$ cat src/shared/rtcsy_defines.svh
// constants for the rate-trim, interrupt, event and crossing logic of the rtc support block
// assumes it is included by bare name after the package has been compiled
`ifndef RTCSY_DEFINES_SVH
`define RTCSY_DEFINES_SVH

// clock and periods
`define RTCSY_CLK_HZ          25000000
`define RTCSY_TRIM_PERIOD     1024
`define RTCSY_TRIM_SPAN       976
`define RTCSY_TRIM_PERIOD_W   10
`define RTCSY_TRIM_SPAN_W     10
`define RTCSY_PRESC_W         10

// control word written through the synchronised path
`define RTCSY_CTRL_SOFT_RESET 0
`define RTCSY_CTRL_ENABLE     1
`define RTCSY_CTRL_PRESC_LSB  8
`define RTCSY_CTRL_PRESC_W    4

// rate trim word
`define RTCSY_TRIM_SIGN       7
`define RTCSY_TRIM_MAG_W      7

// interrupt flag positions
`define RTCSY_IRQ_W           5
`define RTCSY_IRQ_WRAP        0
`define RTCSY_IRQ_MATCH0      1
`define RTCSY_IRQ_MATCH1      2
`define RTCSY_IRQ_ALARM       3
`define RTCSY_IRQ_XFER_DONE   4

// event output enable positions
`define RTCSY_EV_W            12
`define RTCSY_EV_TAP_LSB      0
`define RTCSY_EV_TAPS         8
`define RTCSY_EV_TAP_BASE     2
`define RTCSY_EV_MATCH0       8
`define RTCSY_EV_MATCH1       9
`define RTCSY_EV_ALARM        10
`define RTCSY_EV_WRAP         11

// reset values
`define RTCSY_RST_IRQ_EN      5'h00
`define RTCSY_RST_IRQ_FLAG    5'h00
`define RTCSY_RST_EV_EN       12'h000
`define RTCSY_RST_TRIM        8'h00
`define RTCSY_RST_PRESC       4'h0

`endif

$ cat src/shared/rtcsy_pkg.sv
// types shared by the rtc support block
// assumes nothing beyond a systemverilog compiler
package rtcsy_pkg;

  // target of a synchronised access
  typedef enum logic [3:0] {
    RTCSY_SEL_CTRL      = 4'h0,
    RTCSY_SEL_COUNT     = 4'h1,
    RTCSY_SEL_CALENDAR  = 4'h2,
    RTCSY_SEL_WRAP_LIM  = 4'h3,
    RTCSY_SEL_MATCH0    = 4'h4,
    RTCSY_SEL_MATCH1    = 4'h5,
    RTCSY_SEL_ALARM     = 4'h6,
    RTCSY_SEL_ALARM_MSK = 4'h7,
    RTCSY_SEL_RATE_TRIM = 4'h8,
    RTCSY_SEL_RD_COUNT  = 4'h9,
    RTCSY_SEL_RD_CAL    = 4'hA
  } rtcsy_sel_t;

  // one access request, and the command handed to the counter core
  typedef struct packed {
    rtcsy_sel_t  sel;
    logic [31:0] data;
  } rtcsy_req_t;

  typedef struct packed {
    logic        valid;
    rtcsy_sel_t  sel;
    logic [31:0] data;
  } rtcsy_cmd_t;

  // hit pulses from the counter core
  typedef struct packed {
    logic       wrap;
    logic [1:0] match;
    logic       alarm;
  } rtcsy_hit_t;

  // crossing state: gray order idle -> wait
  typedef enum logic [1:0] {
    RTCSY_XS_IDLE = 2'b00,
    RTCSY_XS_WAIT = 2'b01
  } rtcsy_xs_t;

endpackage : rtcsy_pkg

$ cat src/rtl/rtcsy_core.sv
// rtc support: prescaler with rate trim, interrupt flags, output events, access crossing
// assumes a counter core on clk_in that supplies hit pulses and the live count/calendar,
// and takes the synchronised commands and count ticks from this block
//
// Functional notes
// - trim adds or skips one count per 1024
// - magnitude picks trimmed periods out of 976
// - sign chooses faster (add) or slower (skip)
// - trim also moves periodic tap event spacing
// - five sources, each with its own flag
// - enable-set and enable-clear ones act, zeros ignored
// - request when flag set and source enabled
// - request holds until clear, disable or reset
// - one shared request line, flags identify cause
// - request combinational from flags, but flags set only on clk_in edges
// - events for wrap, taps, match, alarm
// - each event only while its enable is one
// - keeps running while slow clock and clk_in both run
// - pending bit set at once, cleared on completion
// - completion sets the transfer-done flag
// - access during pending is stalled, then completes
// - soft reset and enable writes are synchronised
// - value, limit, match, alarm, mask, trim writes synchronised
// - count and calendar reads are synchronised
// - tap event on rise of prescaler bit n+2
// - soft reset clears config, enables, flags and prescaler, but sets transfer-done
`timescale 1ns/1ps
`include "rtcsy_defines.svh"
module rtcsy_core (
  // clock and reset
  input  wire logic                            clk_in,
  input  wire logic                            arst_n_in,
  // slow count clock pin
  input  wire logic                            slow_count_clock_in,
  // synchronised access requests
  input  wire logic                            req_valid_in,
  input  wire rtcsy_pkg::rtcsy_req_t           req_in,
  output logic                                 req_ready_out,
  output logic                                 xfer_pending_bit_out,
  // read results
  output logic                                 rd_valid_out,
  output logic [31:0]                          rd_data_out,
  // unsynchronised register strobes
  input  wire logic [`RTCSY_IRQ_W-1:0]         irq_enable_set_reg_in,
  input  wire logic [`RTCSY_IRQ_W-1:0]         irq_enable_clear_reg_in,
  input  wire logic [`RTCSY_IRQ_W-1:0]         irq_flag_clear_in,
  input  wire logic                            event_out_enable_wr_in,
  input  wire logic [`RTCSY_EV_W-1:0]          event_out_enable_data_in,
  // register views
  output logic [`RTCSY_IRQ_W-1:0]              irq_enable_out,
  output logic [`RTCSY_IRQ_W-1:0]              irq_flag_reg_out,
  output logic [`RTCSY_EV_W-1:0]               event_out_enable_reg_out,
  output logic [7:0]                           rate_trim_reg_out,
  output logic                                 enable_out,
  output logic [`RTCSY_CTRL_PRESC_W-1:0]       prescaler_out,
  // interrupt
  output logic                                 irq_out,
  // counter core side
  input  wire rtcsy_pkg::rtcsy_hit_t           hit_in,
  input  wire logic [31:0]                     count_in,
  input  wire logic [31:0]                     calendar_in,
  output rtcsy_pkg::rtcsy_cmd_t                core_cmd_out,
  output logic                                 count_tick_out,
  // event network
  output logic                                 wrap_event_out,
  output logic [1:0]                           match_event_out,
  output logic                                 alarm_event_out,
  output logic [`RTCSY_EV_TAPS-1:0]            tap_n_event_out
);

  // slow clock edge
  logic slow_rise;

  rtcsy_slow_edge u_slow_edge (
    .clk_in    (clk_in),
    .arst_n_in (arst_n_in),
    .slow_in   (slow_count_clock_in),
    .rise_out  (slow_rise)
  );

  // crossing state
  rtcsy_pkg::rtcsy_xs_t  xs_q;
  rtcsy_pkg::rtcsy_req_t hold_q;
  logic                  accept;
  logic                  ack;
  logic                  soft_rst;

  // configuration: control and trim change on the slow edge, enables and flags on any edge
  logic                            enable_q;
  logic [`RTCSY_CTRL_PRESC_W-1:0]  presc_sel_q;
  logic [7:0]                      trim_q;
  logic [`RTCSY_IRQ_W-1:0]         irq_en_q;
  logic [`RTCSY_IRQ_W-1:0]         irq_flag_q;
  logic [`RTCSY_EV_W-1:0]          ev_en_q;

  // prescaler and trim
  logic [`RTCSY_PRESC_W-1:0]       presc_q;
  logic [`RTCSY_PRESC_W-1:0]       presc_d;
  logic [`RTCSY_TRIM_PERIOD_W-1:0] trim_cyc_q;
  logic [`RTCSY_TRIM_SPAN_W-1:0]   trim_span_q;
  logic                            trim_end;
  logic                            trim_apply;
  logic [`RTCSY_PRESC_W-1:0]       presc_rise;
  logic                            running;

  // a request is taken only while nothing is pending; the master sees
  // req_ready_out low and must hold its request, which stalls it
  assign req_ready_out        = (xs_q == rtcsy_pkg::RTCSY_XS_IDLE);
  assign accept               = req_valid_in & req_ready_out;
  assign xfer_pending_bit_out = (xs_q != rtcsy_pkg::RTCSY_XS_IDLE);

  // slow side captures the held request on its next edge and acknowledges
  assign ack      = (xs_q == rtcsy_pkg::RTCSY_XS_WAIT) & slow_rise;
  assign soft_rst = ack & (hold_q.sel == rtcsy_pkg::RTCSY_SEL_CTRL)
                        & hold_q.data[`RTCSY_CTRL_SOFT_RESET];

  // handshake: data stays frozen in hold_q until ack
  always_ff @(posedge clk_in or negedge arst_n_in) begin
    if (!arst_n_in) begin
      xs_q <= rtcsy_pkg::RTCSY_XS_IDLE;
    end else begin
      case (xs_q)
        rtcsy_pkg::RTCSY_XS_IDLE: begin
          if (accept) begin
            xs_q <= rtcsy_pkg::RTCSY_XS_WAIT;
          end
        end
        rtcsy_pkg::RTCSY_XS_WAIT: begin
          if (ack) begin
            xs_q <= rtcsy_pkg::RTCSY_XS_IDLE;
          end
        end
        default: begin
          xs_q <= rtcsy_pkg::RTCSY_XS_IDLE;
        end
      endcase
    end
  end

  always_ff @(posedge clk_in or negedge arst_n_in) begin
    if (!arst_n_in) begin
      hold_q <= '0;
    end else if (accept) begin
      hold_q <= req_in;
    end
  end

  // control word: enable and prescaler take effect only on the slow edge
  always_ff @(posedge clk_in or negedge arst_n_in) begin
    if (!arst_n_in) begin
      enable_q    <= 1'b0;
      presc_sel_q <= `RTCSY_RST_PRESC;
    end else if (soft_rst) begin
      enable_q    <= 1'b0;
      presc_sel_q <= `RTCSY_RST_PRESC;
    end else if (ack && hold_q.sel == rtcsy_pkg::RTCSY_SEL_CTRL) begin
      enable_q    <= hold_q.data[`RTCSY_CTRL_ENABLE];
      presc_sel_q <= hold_q.data[`RTCSY_CTRL_PRESC_LSB +: `RTCSY_CTRL_PRESC_W];
    end
  end

  // rate trim word
  always_ff @(posedge clk_in or negedge arst_n_in) begin
    if (!arst_n_in) begin
      trim_q <= `RTCSY_RST_TRIM;
    end else if (soft_rst) begin
      trim_q <= `RTCSY_RST_TRIM;
    end else if (ack && hold_q.sel == rtcsy_pkg::RTCSY_SEL_RATE_TRIM) begin
      trim_q <= hold_q.data[7:0];
    end
  end

  // synchronised writes reach the counter core as one pulse the cycle after the ack
  always_ff @(posedge clk_in or negedge arst_n_in) begin
    if (!arst_n_in) begin
      core_cmd_out <= '0;
    end else begin
      core_cmd_out.valid <= ack & (hold_q.sel != rtcsy_pkg::RTCSY_SEL_RD_COUNT)
                                & (hold_q.sel != rtcsy_pkg::RTCSY_SEL_RD_CAL);
      if (ack) begin
        core_cmd_out.sel  <= hold_q.sel;
        core_cmd_out.data <= hold_q.data;
      end
    end
  end

  // reads sample the live value on the slow edge, so it is stable when taken
  always_ff @(posedge clk_in or negedge arst_n_in) begin
    if (!arst_n_in) begin
      rd_valid_out <= 1'b0;
      rd_data_out  <= 32'h0000_0000;
    end else begin
      rd_valid_out <= 1'b0;
      if (ack && hold_q.sel == rtcsy_pkg::RTCSY_SEL_RD_COUNT) begin
        rd_valid_out <= 1'b1;
        rd_data_out  <= count_in;
      end else if (ack && hold_q.sel == rtcsy_pkg::RTCSY_SEL_RD_CAL) begin
        rd_valid_out <= 1'b1;
        rd_data_out  <= calendar_in;
      end
    end
  end

  // prescaler steps on slow edges sampled by clk_in, so it keeps going only in sleep states
  // where clk_in and the slow clock both run; trim steps it by two (add) or zero (skip)
  assign running    = enable_q & slow_rise;
  assign trim_end   = (trim_cyc_q == `RTCSY_TRIM_PERIOD_W'(`RTCSY_TRIM_PERIOD - 1));
  assign trim_apply = trim_end
                    & (trim_span_q < `RTCSY_TRIM_SPAN_W'(trim_q[`RTCSY_TRIM_MAG_W-1:0]));

  always_comb begin
    presc_d = presc_q;
    if (running) begin
      if (!trim_apply) begin
        presc_d = presc_q + `RTCSY_PRESC_W'(1);
      end else if (!trim_q[`RTCSY_TRIM_SIGN]) begin
        presc_d = presc_q + `RTCSY_PRESC_W'(2);
      end else begin
        presc_d = presc_q;
      end
    end
  end

  always_ff @(posedge clk_in or negedge arst_n_in) begin
    if (!arst_n_in) begin
      presc_q <= '0;
    end else if (soft_rst) begin
      presc_q <= '0;
    end else begin
      presc_q <= presc_d;
    end
  end

  // trim cycle counters: 1024 slow edges per period, 976 periods per span
  always_ff @(posedge clk_in or negedge arst_n_in) begin
    if (!arst_n_in) begin
      trim_cyc_q  <= '0;
      trim_span_q <= '0;
    end else if (soft_rst) begin
      trim_cyc_q  <= '0;
      trim_span_q <= '0;
    end else if (running) begin
      trim_cyc_q <= trim_cyc_q + `RTCSY_TRIM_PERIOD_W'(1);
      if (trim_end) begin
        if (trim_span_q == `RTCSY_TRIM_SPAN_W'(`RTCSY_TRIM_SPAN - 1)) begin
          trim_span_q <= '0;
        end else begin
          trim_span_q <= trim_span_q + `RTCSY_TRIM_SPAN_W'(1);
        end
      end
    end
  end

  // rising bits of the prescaler; a trimmed step moves these edges too
  assign presc_rise = ~presc_q & presc_d;

  // count tick: every slow edge at setting zero, none above 10, else rise of bit setting-1
  always_ff @(posedge clk_in or negedge arst_n_in) begin
    if (!arst_n_in) begin
      count_tick_out <= 1'b0;
    end else if (presc_sel_q == `RTCSY_CTRL_PRESC_W'(0)) begin
      count_tick_out <= running;
    end else if (presc_sel_q > `RTCSY_CTRL_PRESC_W'(`RTCSY_PRESC_W)) begin
      count_tick_out <= 1'b0;
    end else begin
      count_tick_out <= presc_rise[presc_sel_q - `RTCSY_CTRL_PRESC_W'(1)];
    end
  end

  // periodic taps: bits 2..9 of the prescaler, silent at setting zero
  genvar g;
  generate
    for (g = 0; g < `RTCSY_EV_TAPS; g = g + 1) begin : g_tap
      always_ff @(posedge clk_in or negedge arst_n_in) begin
        if (!arst_n_in) begin
          tap_n_event_out[g] <= 1'b0;
        end else begin
          tap_n_event_out[g] <= presc_rise[g + `RTCSY_EV_TAP_BASE]
                              & ev_en_q[`RTCSY_EV_TAP_LSB + g]
                              & (presc_sel_q != `RTCSY_CTRL_PRESC_W'(0));
        end
      end
    end
  endgenerate

  // event output enables: plain write, ones enable and zeros disable
  always_ff @(posedge clk_in or negedge arst_n_in) begin
    if (!arst_n_in) begin
      ev_en_q <= `RTCSY_RST_EV_EN;
    end else if (soft_rst) begin
      ev_en_q <= `RTCSY_RST_EV_EN;
    end else if (event_out_enable_wr_in) begin
      ev_en_q <= event_out_enable_data_in;
    end
  end

  // events follow the same hits that set the flags
  always_ff @(posedge clk_in or negedge arst_n_in) begin
    if (!arst_n_in) begin
      wrap_event_out  <= 1'b0;
      match_event_out <= 2'b00;
      alarm_event_out <= 1'b0;
    end else begin
      wrap_event_out     <= hit_in.wrap & ev_en_q[`RTCSY_EV_WRAP];
      match_event_out[0] <= hit_in.match[0] & ev_en_q[`RTCSY_EV_MATCH0];
      match_event_out[1] <= hit_in.match[1] & ev_en_q[`RTCSY_EV_MATCH1];
      alarm_event_out    <= hit_in.alarm & ev_en_q[`RTCSY_EV_ALARM];
    end
  end

  // interrupt enables
  always_ff @(posedge clk_in or negedge arst_n_in) begin
    if (!arst_n_in) begin
      irq_en_q <= `RTCSY_RST_IRQ_EN;
    end else if (soft_rst) begin
      irq_en_q <= `RTCSY_RST_IRQ_EN;
    end else begin
      irq_en_q <= (irq_en_q | irq_enable_set_reg_in) & ~irq_enable_clear_reg_in;
    end
  end

  // interrupt flags: a hit in the clearing cycle wins over the clear
  logic [`RTCSY_IRQ_W-1:0] irq_set;

  always_comb begin
    irq_set                         = '0;
    irq_set[`RTCSY_IRQ_WRAP]        = hit_in.wrap;
    irq_set[`RTCSY_IRQ_MATCH0]      = hit_in.match[0];
    irq_set[`RTCSY_IRQ_MATCH1]      = hit_in.match[1];
    irq_set[`RTCSY_IRQ_ALARM]       = hit_in.alarm;
    irq_set[`RTCSY_IRQ_XFER_DONE]   = ack;
  end

  always_ff @(posedge clk_in or negedge arst_n_in) begin
    if (!arst_n_in) begin
      irq_flag_q <= `RTCSY_RST_IRQ_FLAG;
    end else if (soft_rst) begin
      irq_flag_q <= `RTCSY_RST_IRQ_FLAG | irq_set;
    end else begin
      irq_flag_q <= (irq_flag_q & ~irq_flag_clear_in) | irq_set;
    end
  end

  // one line for all sources; no register after the flags, but a hit sets its
  // flag only on a clk_in edge, so a sleeping system needs the bus clock
  assign irq_out = |(irq_flag_q & irq_en_q);

  // register views
  assign irq_enable_out           = irq_en_q;
  assign irq_flag_reg_out         = irq_flag_q;
  assign event_out_enable_reg_out = ev_en_q;
  assign rate_trim_reg_out        = trim_q;
  assign enable_out               = enable_q;
  assign prescaler_out            = presc_sel_q;

endmodule : rtcsy_core

$ cat src/rtl/rtcsy_slow_edge.sv
// two-flop synchroniser and rising-edge pulse for the slow count clock pin
// assumes clk_in is much faster than the slow clock (at least 3 samples per phase)
`timescale 1ns/1ps
module rtcsy_slow_edge (
  // clock and reset
  input  wire logic clk_in,
  input  wire logic arst_n_in,
  // pin
  input  wire logic slow_in,
  // result
  output logic      rise_out
);

  logic meta_q;
  logic sync_q;
  logic prev_q;

  // only sync_q reads the first stage
  always_ff @(posedge clk_in or negedge arst_n_in) begin
    if (!arst_n_in) begin
      meta_q <= 1'b0;
      sync_q <= 1'b0;
      prev_q <= 1'b0;
    end else begin
      meta_q <= slow_in;
      sync_q <= meta_q;
      prev_q <= sync_q;
    end
  end

  assign rise_out = sync_q & ~prev_q;

endmodule : rtcsy_slow_edge

$ cat config.mk
export PLATFORM = sky130hd
export DESIGN_NAME = rtcsy_core
export DESIGN_NICKNAME = d
export VERILOG_FILES = /design/src/shared/rtcsy_pkg.sv /design/src/rtl/rtcsy_core.sv /design/src/rtl/rtcsy_slow_edge.sv
export VERILOG_INCLUDE_DIRS = /design/src /design/src/shared
export SDC_FILE = /design/constraint.sdc
export NUM_CORES = 1
export LEC_CHECK = 0
export BUFFER_PORTS_ARGS = -buffer_cell sky130_fd_sc_hd__buf_2
export CAP_MARGIN = 20
export CORE_MARGIN = 2
export CORE_UTILIZATION = 51
export CTS_CLUSTER_SIZE = 16
export DETAILED_ROUTE_END_ITERATION = 8
export GPL_ROUTABILITY_DRIVEN = 1
export HOLD_SLACK_MARGIN = 0.15
export PLACE_DENSITY = 0.91
export SETUP_SLACK_MARGIN = 0.02
export SLEW_MARGIN = 10
export SYNTH_ARGS = -nofsm -noshare
export SYNTH_HDL_FRONTEND = slang
export SYNTH_HIERARCHICAL = 1
export SYNTH_SLANG_ARGS = --single-unit
$ cat constraint.sdc
create_clock -name clk_in -period 3.1 [get_ports clk_in]
set_input_delay 0.155 -clock clk_in [delete_from_list [all_inputs] [get_ports clk_in]]
set_output_delay 0.155 -clock clk_in [all_outputs]
set_load 0.01 [all_outputs]
# Word level (Yosys, flattened, before mapping)
# Index checks and enable logic that the tools add are counted.
[totals]
regBits = 189
out_inout_bits = 121
wordCells = 138
in_bits = 136
[op_classes]
n_bitwise = 39
muxes = 31
eq_ne = 10
n_reduce_logical = 18
addsub = 5
magnitude_cmp = 3
[ops]
columns = ["operator", "n"]
rows = [
  ["10-bit 2-to-1 mux", 10],
  ["32-bit 2-to-1 mux", 2],
  ["10-bit by 1-bit adder with 10-bit output, second input constant", 3],
  ["1-bit AND", 29],
  ["12-bit 2-to-1 mux", 2],
  ["10-bit equality test, second input constant", 2],
  ["8-bit 2-to-1 mux", 2],
  ["5-bit AND", 3],
  ["2-bit nonzero test", 7],
  ["4-bit equality test, second input constant", 3],
  ["10-bit by 2-bit adder with 10-bit output, second input constant", 1],
  ["10-bit AND", 1],
  ["10-bit by 7-bit < comparator with 1-bit output", 1],
  ["5-bit 2-to-1 mux", 2],
  ["10-bit NOT", 1],
  ["5-bit NOT", 2],
  ["5-bit OR", 2],
  ["4-bit zero test", 2],
  ["4-bit 2-to-1 mux", 2],
  ["4-bit inequality test, second input constant", 2],
  ["1-bit 2-to-1 mux", 7],
  ["4-bit by 5-bit < comparator with 1-bit output, second input constant", 1],
  ["5-bit OR reduction", 1],
  ["1-bit binary-select mux with 4-bit select", 1],
  ["12 further kinds", 17],
]

# Depth between registers and ports, before layout
[depth]
ltp_word = 9
ltp_mapped = 10
depth_no_buf = 9

# Modules after synthesis
# Netlist, hierarchy kept.
[modules_own_cells]
columns = ["module", "area_each_um2", "cells_per_inst", "seq_area_each_um2", "n_inst"]
rows = [
  ["rtcsy_core", 8117.8, 695, 4629.4, 1],
  ["rtcsy_slow_edge", 88.8, 4, 75.1, 1],
]

# Worst setup path after synthesis
# OpenSTA, ideal clock, no wires.
[synth_timing]
kind = "register to register"
start = "register trim_q[3] (netlist: rate_trim_reg_out[3])"
end = "register count_tick_out"
arrival_time_ns = 2.325
setup_time_ns = 0.126
period_less_slack_ns = 2.451
path_stages_with_launch = 11
path_buffers = 1
required_ns = 2.974
slack_ns = 0.649
cell_sequence = "dfrtp_1 > inv_1 > ha_1 > a211o_1 > o2111ai_1 > o2111a_1 > buf_6 > mux2i_1 > nand4b_4 > o41ai_1 > o32a_1"
[synth_between]
elab_chain_cells = 9
[synth_rtl]
columns = ["element", "line", "source"]
rows = [
  ["start, declared", "rtcsy_core.sv:91", "logic [7:0] trim_q;"],
  ["start signal, assigned", "rtcsy_core.sv:165", "trim_q <= `RTCSY_RST_TRIM;"],
  ["start signal, assigned", "rtcsy_core.sv:167", "trim_q <= `RTCSY_RST_TRIM;"],
  ["start signal, assigned", "rtcsy_core.sv:169", "trim_q <= hold_q.data[7:0];"],
  ["10-bit by 7-bit < comparator with 1-bit output", "rtcsy_core.sv:209", "& (trim_span_q < `RTCSY_TRIM_SPAN_W'(trim_q[`RTCSY_TRIM_MAG_W-1:0]));"],
  ["1-bit AND", "rtcsy_core.sv:208", "assign trim_apply = trim_end"],
  ["10-bit 2-to-1 mux", "rtcsy_core.sv:214", "if (!trim_apply) begin"],
  ["10-bit 2-to-1 mux", "rtcsy_core.sv:213", "if (running) begin"],
  ["10-bit AND", "rtcsy_core.sv:255", "assign presc_rise = ~presc_q & presc_d;"],
  ["1-bit binary-select mux with 4-bit select", "rtcsy_core.sv:266", "count_tick_out <= presc_rise[presc_sel_q - `RTCSY_CTRL_PRESC_W'(1)];"],
  ["1-bit 2-to-1 mux", "rtcsy_core.sv:266", ""],
  ["1-bit 2-to-1 mux", "rtcsy_core.sv:263", "end else if (presc_sel_q > `RTCSY_CTRL_PRESC_W'(`RTCSY_PRESC_W)) begin"],
  ["1-bit 2-to-1 mux", "rtcsy_core.sv:261", "end else if (presc_sel_q == `RTCSY_CTRL_PRESC_W'(0)) begin"],
  ["end signal, assigned", "rtcsy_core.sv:262", "count_tick_out <= running;"],
  ["end signal, assigned", "rtcsy_core.sv:266", ""],
  ["end, declared", "rtcsy_core.sv:63", "output logic count_tick_out,"],
]
# No other way between the ends. The select of a mux whose other input is x is not followed.
# A chain may end at the register's enable or synchronous reset.

# Worst setup path in the final report
[layout_timing]
start = "register u_slow_edge.prev_q"
end = "register rd_data_out[29]"
[layout_between]
elab_chain_cells = 5
elab_cells_between_ends = 7
classes_between = "1 x mux; 3 x bitwise; 3 x reduce/logical"
[layout_rtl]
columns = ["element", "line", "source"]
rows = [
  ["start, declared", "rtcsy_slow_edge.sv:16", "logic prev_q;"],
  ["start signal, assigned", "rtcsy_slow_edge.sv:27", "prev_q <= sync_q;"],
  ["1-bit NOT (*)", "rtcsy_slow_edge.sv:31", "assign rise_out = sync_q & ~prev_q;"],
  ["1-bit AND (*)", "rtcsy_slow_edge.sv:31", ""],
  ["named net slow_rise", "rtcsy_core.sv:72", "logic slow_rise;"],
  ["1-bit AND (*)", "rtcsy_core.sv:113", "assign ack = (xs_q == rtcsy_pkg::RTCSY_XS_WAIT) & slow_rise;"],
  ["1-bit logical AND, on equally long branches", "rtcsy_core.sv:194, rtcsy_core.sv:197", ""],
  ["32-bit 2-to-1 mux / 2-bit nonzero test (equally long branches)", "-", ""],
  ["end signal, assigned", "rtcsy_core.sv:196", "rd_data_out <= count_in;"],
  ["end signal, assigned", "rtcsy_core.sv:199", "rd_data_out <= calendar_in;"],
  ["end, declared", "rtcsy_core.sv:42", "output logic [31:0] rd_data_out,"],
]
# Mark *: on every way through the listed nets, which the timed path passes. The rest lies on a longest branch.

==> results.md <==
* Sequential group share of total power at 42.4%
* Mapped Area at 8210 um^2
* Critical Path RT at 3410 ps
* Syn Nets at 847
* Avg Inst Size Synth at 11.7 um^2
* NumNets Final at 1237
* Worst Reg-to-Reg Cells at 8
* Initial antenna violation count at 3
* Area Growth Syn to Fin at 43.1%
* Die span in y at 131 um
* Fmax at 0.355 GHz
* Final Util at 74.2%
* Top-area cell type share of the netlist area at 57.3%
* CTS tree: built
* Largest net degree at the start of global routing at 103
* Post-route minimum period at 2820 ps
* First-pass GRT wire length at 38400 um
* Worst Hold Launch: event_out_enable_wr_in
* Slew Limit Fails at 0
* Commonest non-fill, non-tap cell in the layout: buf_2
* Tcrit/Tclk final at 90.8%
* Status: finished clean
* Drt wl/cell at 18.9 um
* DRC Markers at 0
* Asr flop ratio synth at 100%
* Register area at 4700 um^2
* Post-route setup TNS at 0 ps
* Drt via density at 5.40
* Gr ovfl total at 0
* Cell Rows at 46
* CTS clk-pin slew, worst paths at 90 ps
* Finished Cell Area at 11700 um^2
* Initial Util at 51.8%
* Area of the multi-input gates at 3300 um^2
* Longest Clk Path Bufs at 2
* Leak Pwr at 5.58 nW
* Worst R2R End: rd_data_out[29]
* Drt first pass iters at 5
* Cell Area, Placed at 9760 um^2
* Power Total at 0.00887 W
* Die Wd at 131 um
* RSZ-0062 raised after global routing: no
* Number of synthesized flops with an enable pin at 0
* CORE AREA at 15800 um^2
* Die ar. at 17100 um^2
* Via count at 7139
* #FFs+latches synth at 188
* RePlAce Congestion at 0.878
* ANT nets after route at 0
* Cells on Worst Hold Path at 3
* Fillers at 938
* PwrDens at 756 nW/um^2
* Num CTS Buffers at 17
* Pint at 0.00576 W
* Endpoint class of the critical path: flop
* Final hold vios at 0
* Net Sw Frac at 35.1%
* Clk sinks at 188
* Worst setup path category: reg -> reg
* HP Class: in -> reg
* Cell taking the most area after synthesis: dfrtp_1
* Port Buffer Count at 256
* Worst slew pin tran at 986 ps
* Worst Hold Endpoint: event_out_enable_reg_out[0]
* CP arrival at 3120 ps
* Top cells by area, synth: dfrtp_1, mux2_2, mux2i_1
* Critical R2R Launch: u_slow_edge/prev_q
* GR Util All Layers at 29.7%
* Number of global-route vias before repair at 7417
* Synth Warn # at 6
* I/O pin count at 257
* Setup-failing EPs final at 0
* Worst rel slew slack at 34.0%
* Worst Path Max Fanout at 32
* Synth unique cells at 55
* CP startpoint kind: flop
* Htree depth at 4
* Drt initial violations at 495
* DP HPWL at 14600 um
* CTS root buf: clkbuf_16
* Min Hold Slack at 236 ps
* Post-CTS Setup Inserts at 0
* Max Clock Skew at 17.0 ps
* Ys flop type: dfrtp_1
* Final wirelength at 25000 um
* Worst-skew pair later-pin latency at 450 ps
* Synth Instances at 699
* Comb pwr share at 31.1%
* Max IR drop VDD at 0.478 mV
* R2R setup slack at 280 ps
* Seq/Total Area, Yosys at 57.3%
* P_sw at 0.00312 W
* Clock share of power at 26.5%
* Most frequent cells in the layout: buf_2, dfrtp_1, dlygate4sd3_1
* Share of layout cells above drive strength 1 at 35.2%
* Max cap viols at 0
## final cells by class
cell class | instances | area share [%]
Sequential cell | 188 | 40.1
Multi-Input combinational cell | 456 | 28.1
Timing Repair Buffer | 405 | 23.4
Clock buffer | 17 | 3.62
Tap cell | 216 | 2.30
Clock inverter | 15 | 1.83
Inverter | 21 | 0.671
Antenna cell | 3 | 0.0639
## power groups by stage
| stage | sequential [W] | clock (W) | combinational (W) |
|---|---|---|---|
| 6_report | 0.00376 | 0.00235 | 0.00276 |
| 5_1_grt | 0.00385 | 0.00247 | 0.00301 |
| 4_1_cts | 0.00370 | 0.00236 | 0.00268 |
| 3_5_place_dp | 0.00373 | 0 | 0.00253 |
| 3_3_place_gp | 0.00368 | 0 | 0.00244 |
| 2_1_floorplan | 0.00385 | 0 | 0.00127 |
## critical path, stage by stage, from the launching register on
cell and delay (ps):
dfrtp_1 400, nor2b_4 200, and2_1 380, nand2_1 130
nor3b_2 210, buf_6 370, mux2i_1 250, dlygate4sd3_1 620
a21oi_1 90
## per-stage QoR
stage | setup slack [ps] | instances
finish | 284 | 1321
global route | 81.0 | 1321
CTS | 240 | 1318
detailed placement | 365 | 1153
global placement | 463 | 1153
floorplan | 649 | 699
## registers in the layout, summed over array words and instances, names as in the netlist, 2 cells and up
register	count
trim_cyc_q	10
trim_span_q	10
prescaler_out	4
tap_n_event_out	8
rate_trim_reg_out	8
event_out_enable_reg_out	12
match_event_out	2
core_cmd_out	37
irq_enable_out	5
hold_q	36
presc_q	10
irq_flag_reg_out	5
rd_data_out	32
## layer usage
layer / global-route usage, % / share of wire, %
met1: 34.4 / 38
met2: 53.6 / 52
met5: 0 / 0
met3: 7.41 / 7.0
met4: 10.5 / 2.9
## kinds of logic after synthesis
group           share of synthesized area, %
simple gates                            12.4
flops                                   57.3
compound gates                          6.80
fa+ha+maj                               1.83
buf+inv                                 2.68
xor+xnor                                2.35
mux                                     16.6
## what timing repair did
item,4_1_cts,5_1_grt
endpoints found under the hold margin,192,0
hold buffers,133,0
endpoints found under the setup margin,0,8
resized for setup,0,1
## cell usage after synthesis, types with 2 or more instances
master    instances
and4b_1           2
a21o_1            2
inv_1            21
nor3_1           14
o22ai_1           2
a41o_1            3
o41ai_1           4
nor2_1           94
buf_2             5
nor2b_1           6
a31o_2            4
mux2_2           71
nand2_1          31
a21oi_1          46
nand4b_1          2
or3_1             2
o21ai_0          16
nor4_1            5
nand3_1          13
buf_1             3
xor2_1           11
nor3b_1           5
and2_1            7
and3_1            7
nor4b_1           3
dfrtp_1         188
nand4_1           4
clkbuf_1         25
ha_1             12
o2111a_1          2
xnor2_1          11
mux2i_1          55
## how the worst max path moves through the flow
stage                                     from         endpoint  cells past startpoint
after floorplan           rate_trim_reg_out[3]   count_tick_out                     10
after global placement           trim_cyc_q[0]   count_tick_out                      8
after detailed placement         trim_cyc_q[0]   count_tick_out                      8
after CTS                   u_slow_edge/prev_q   rd_data_out[1]                      8
after global routing             trim_cyc_q[0]   count_tick_out                      8
final                       u_slow_edge/prev_q  rd_data_out[29]                      8
No activity file was read; power rests on OpenSTA's default activity.
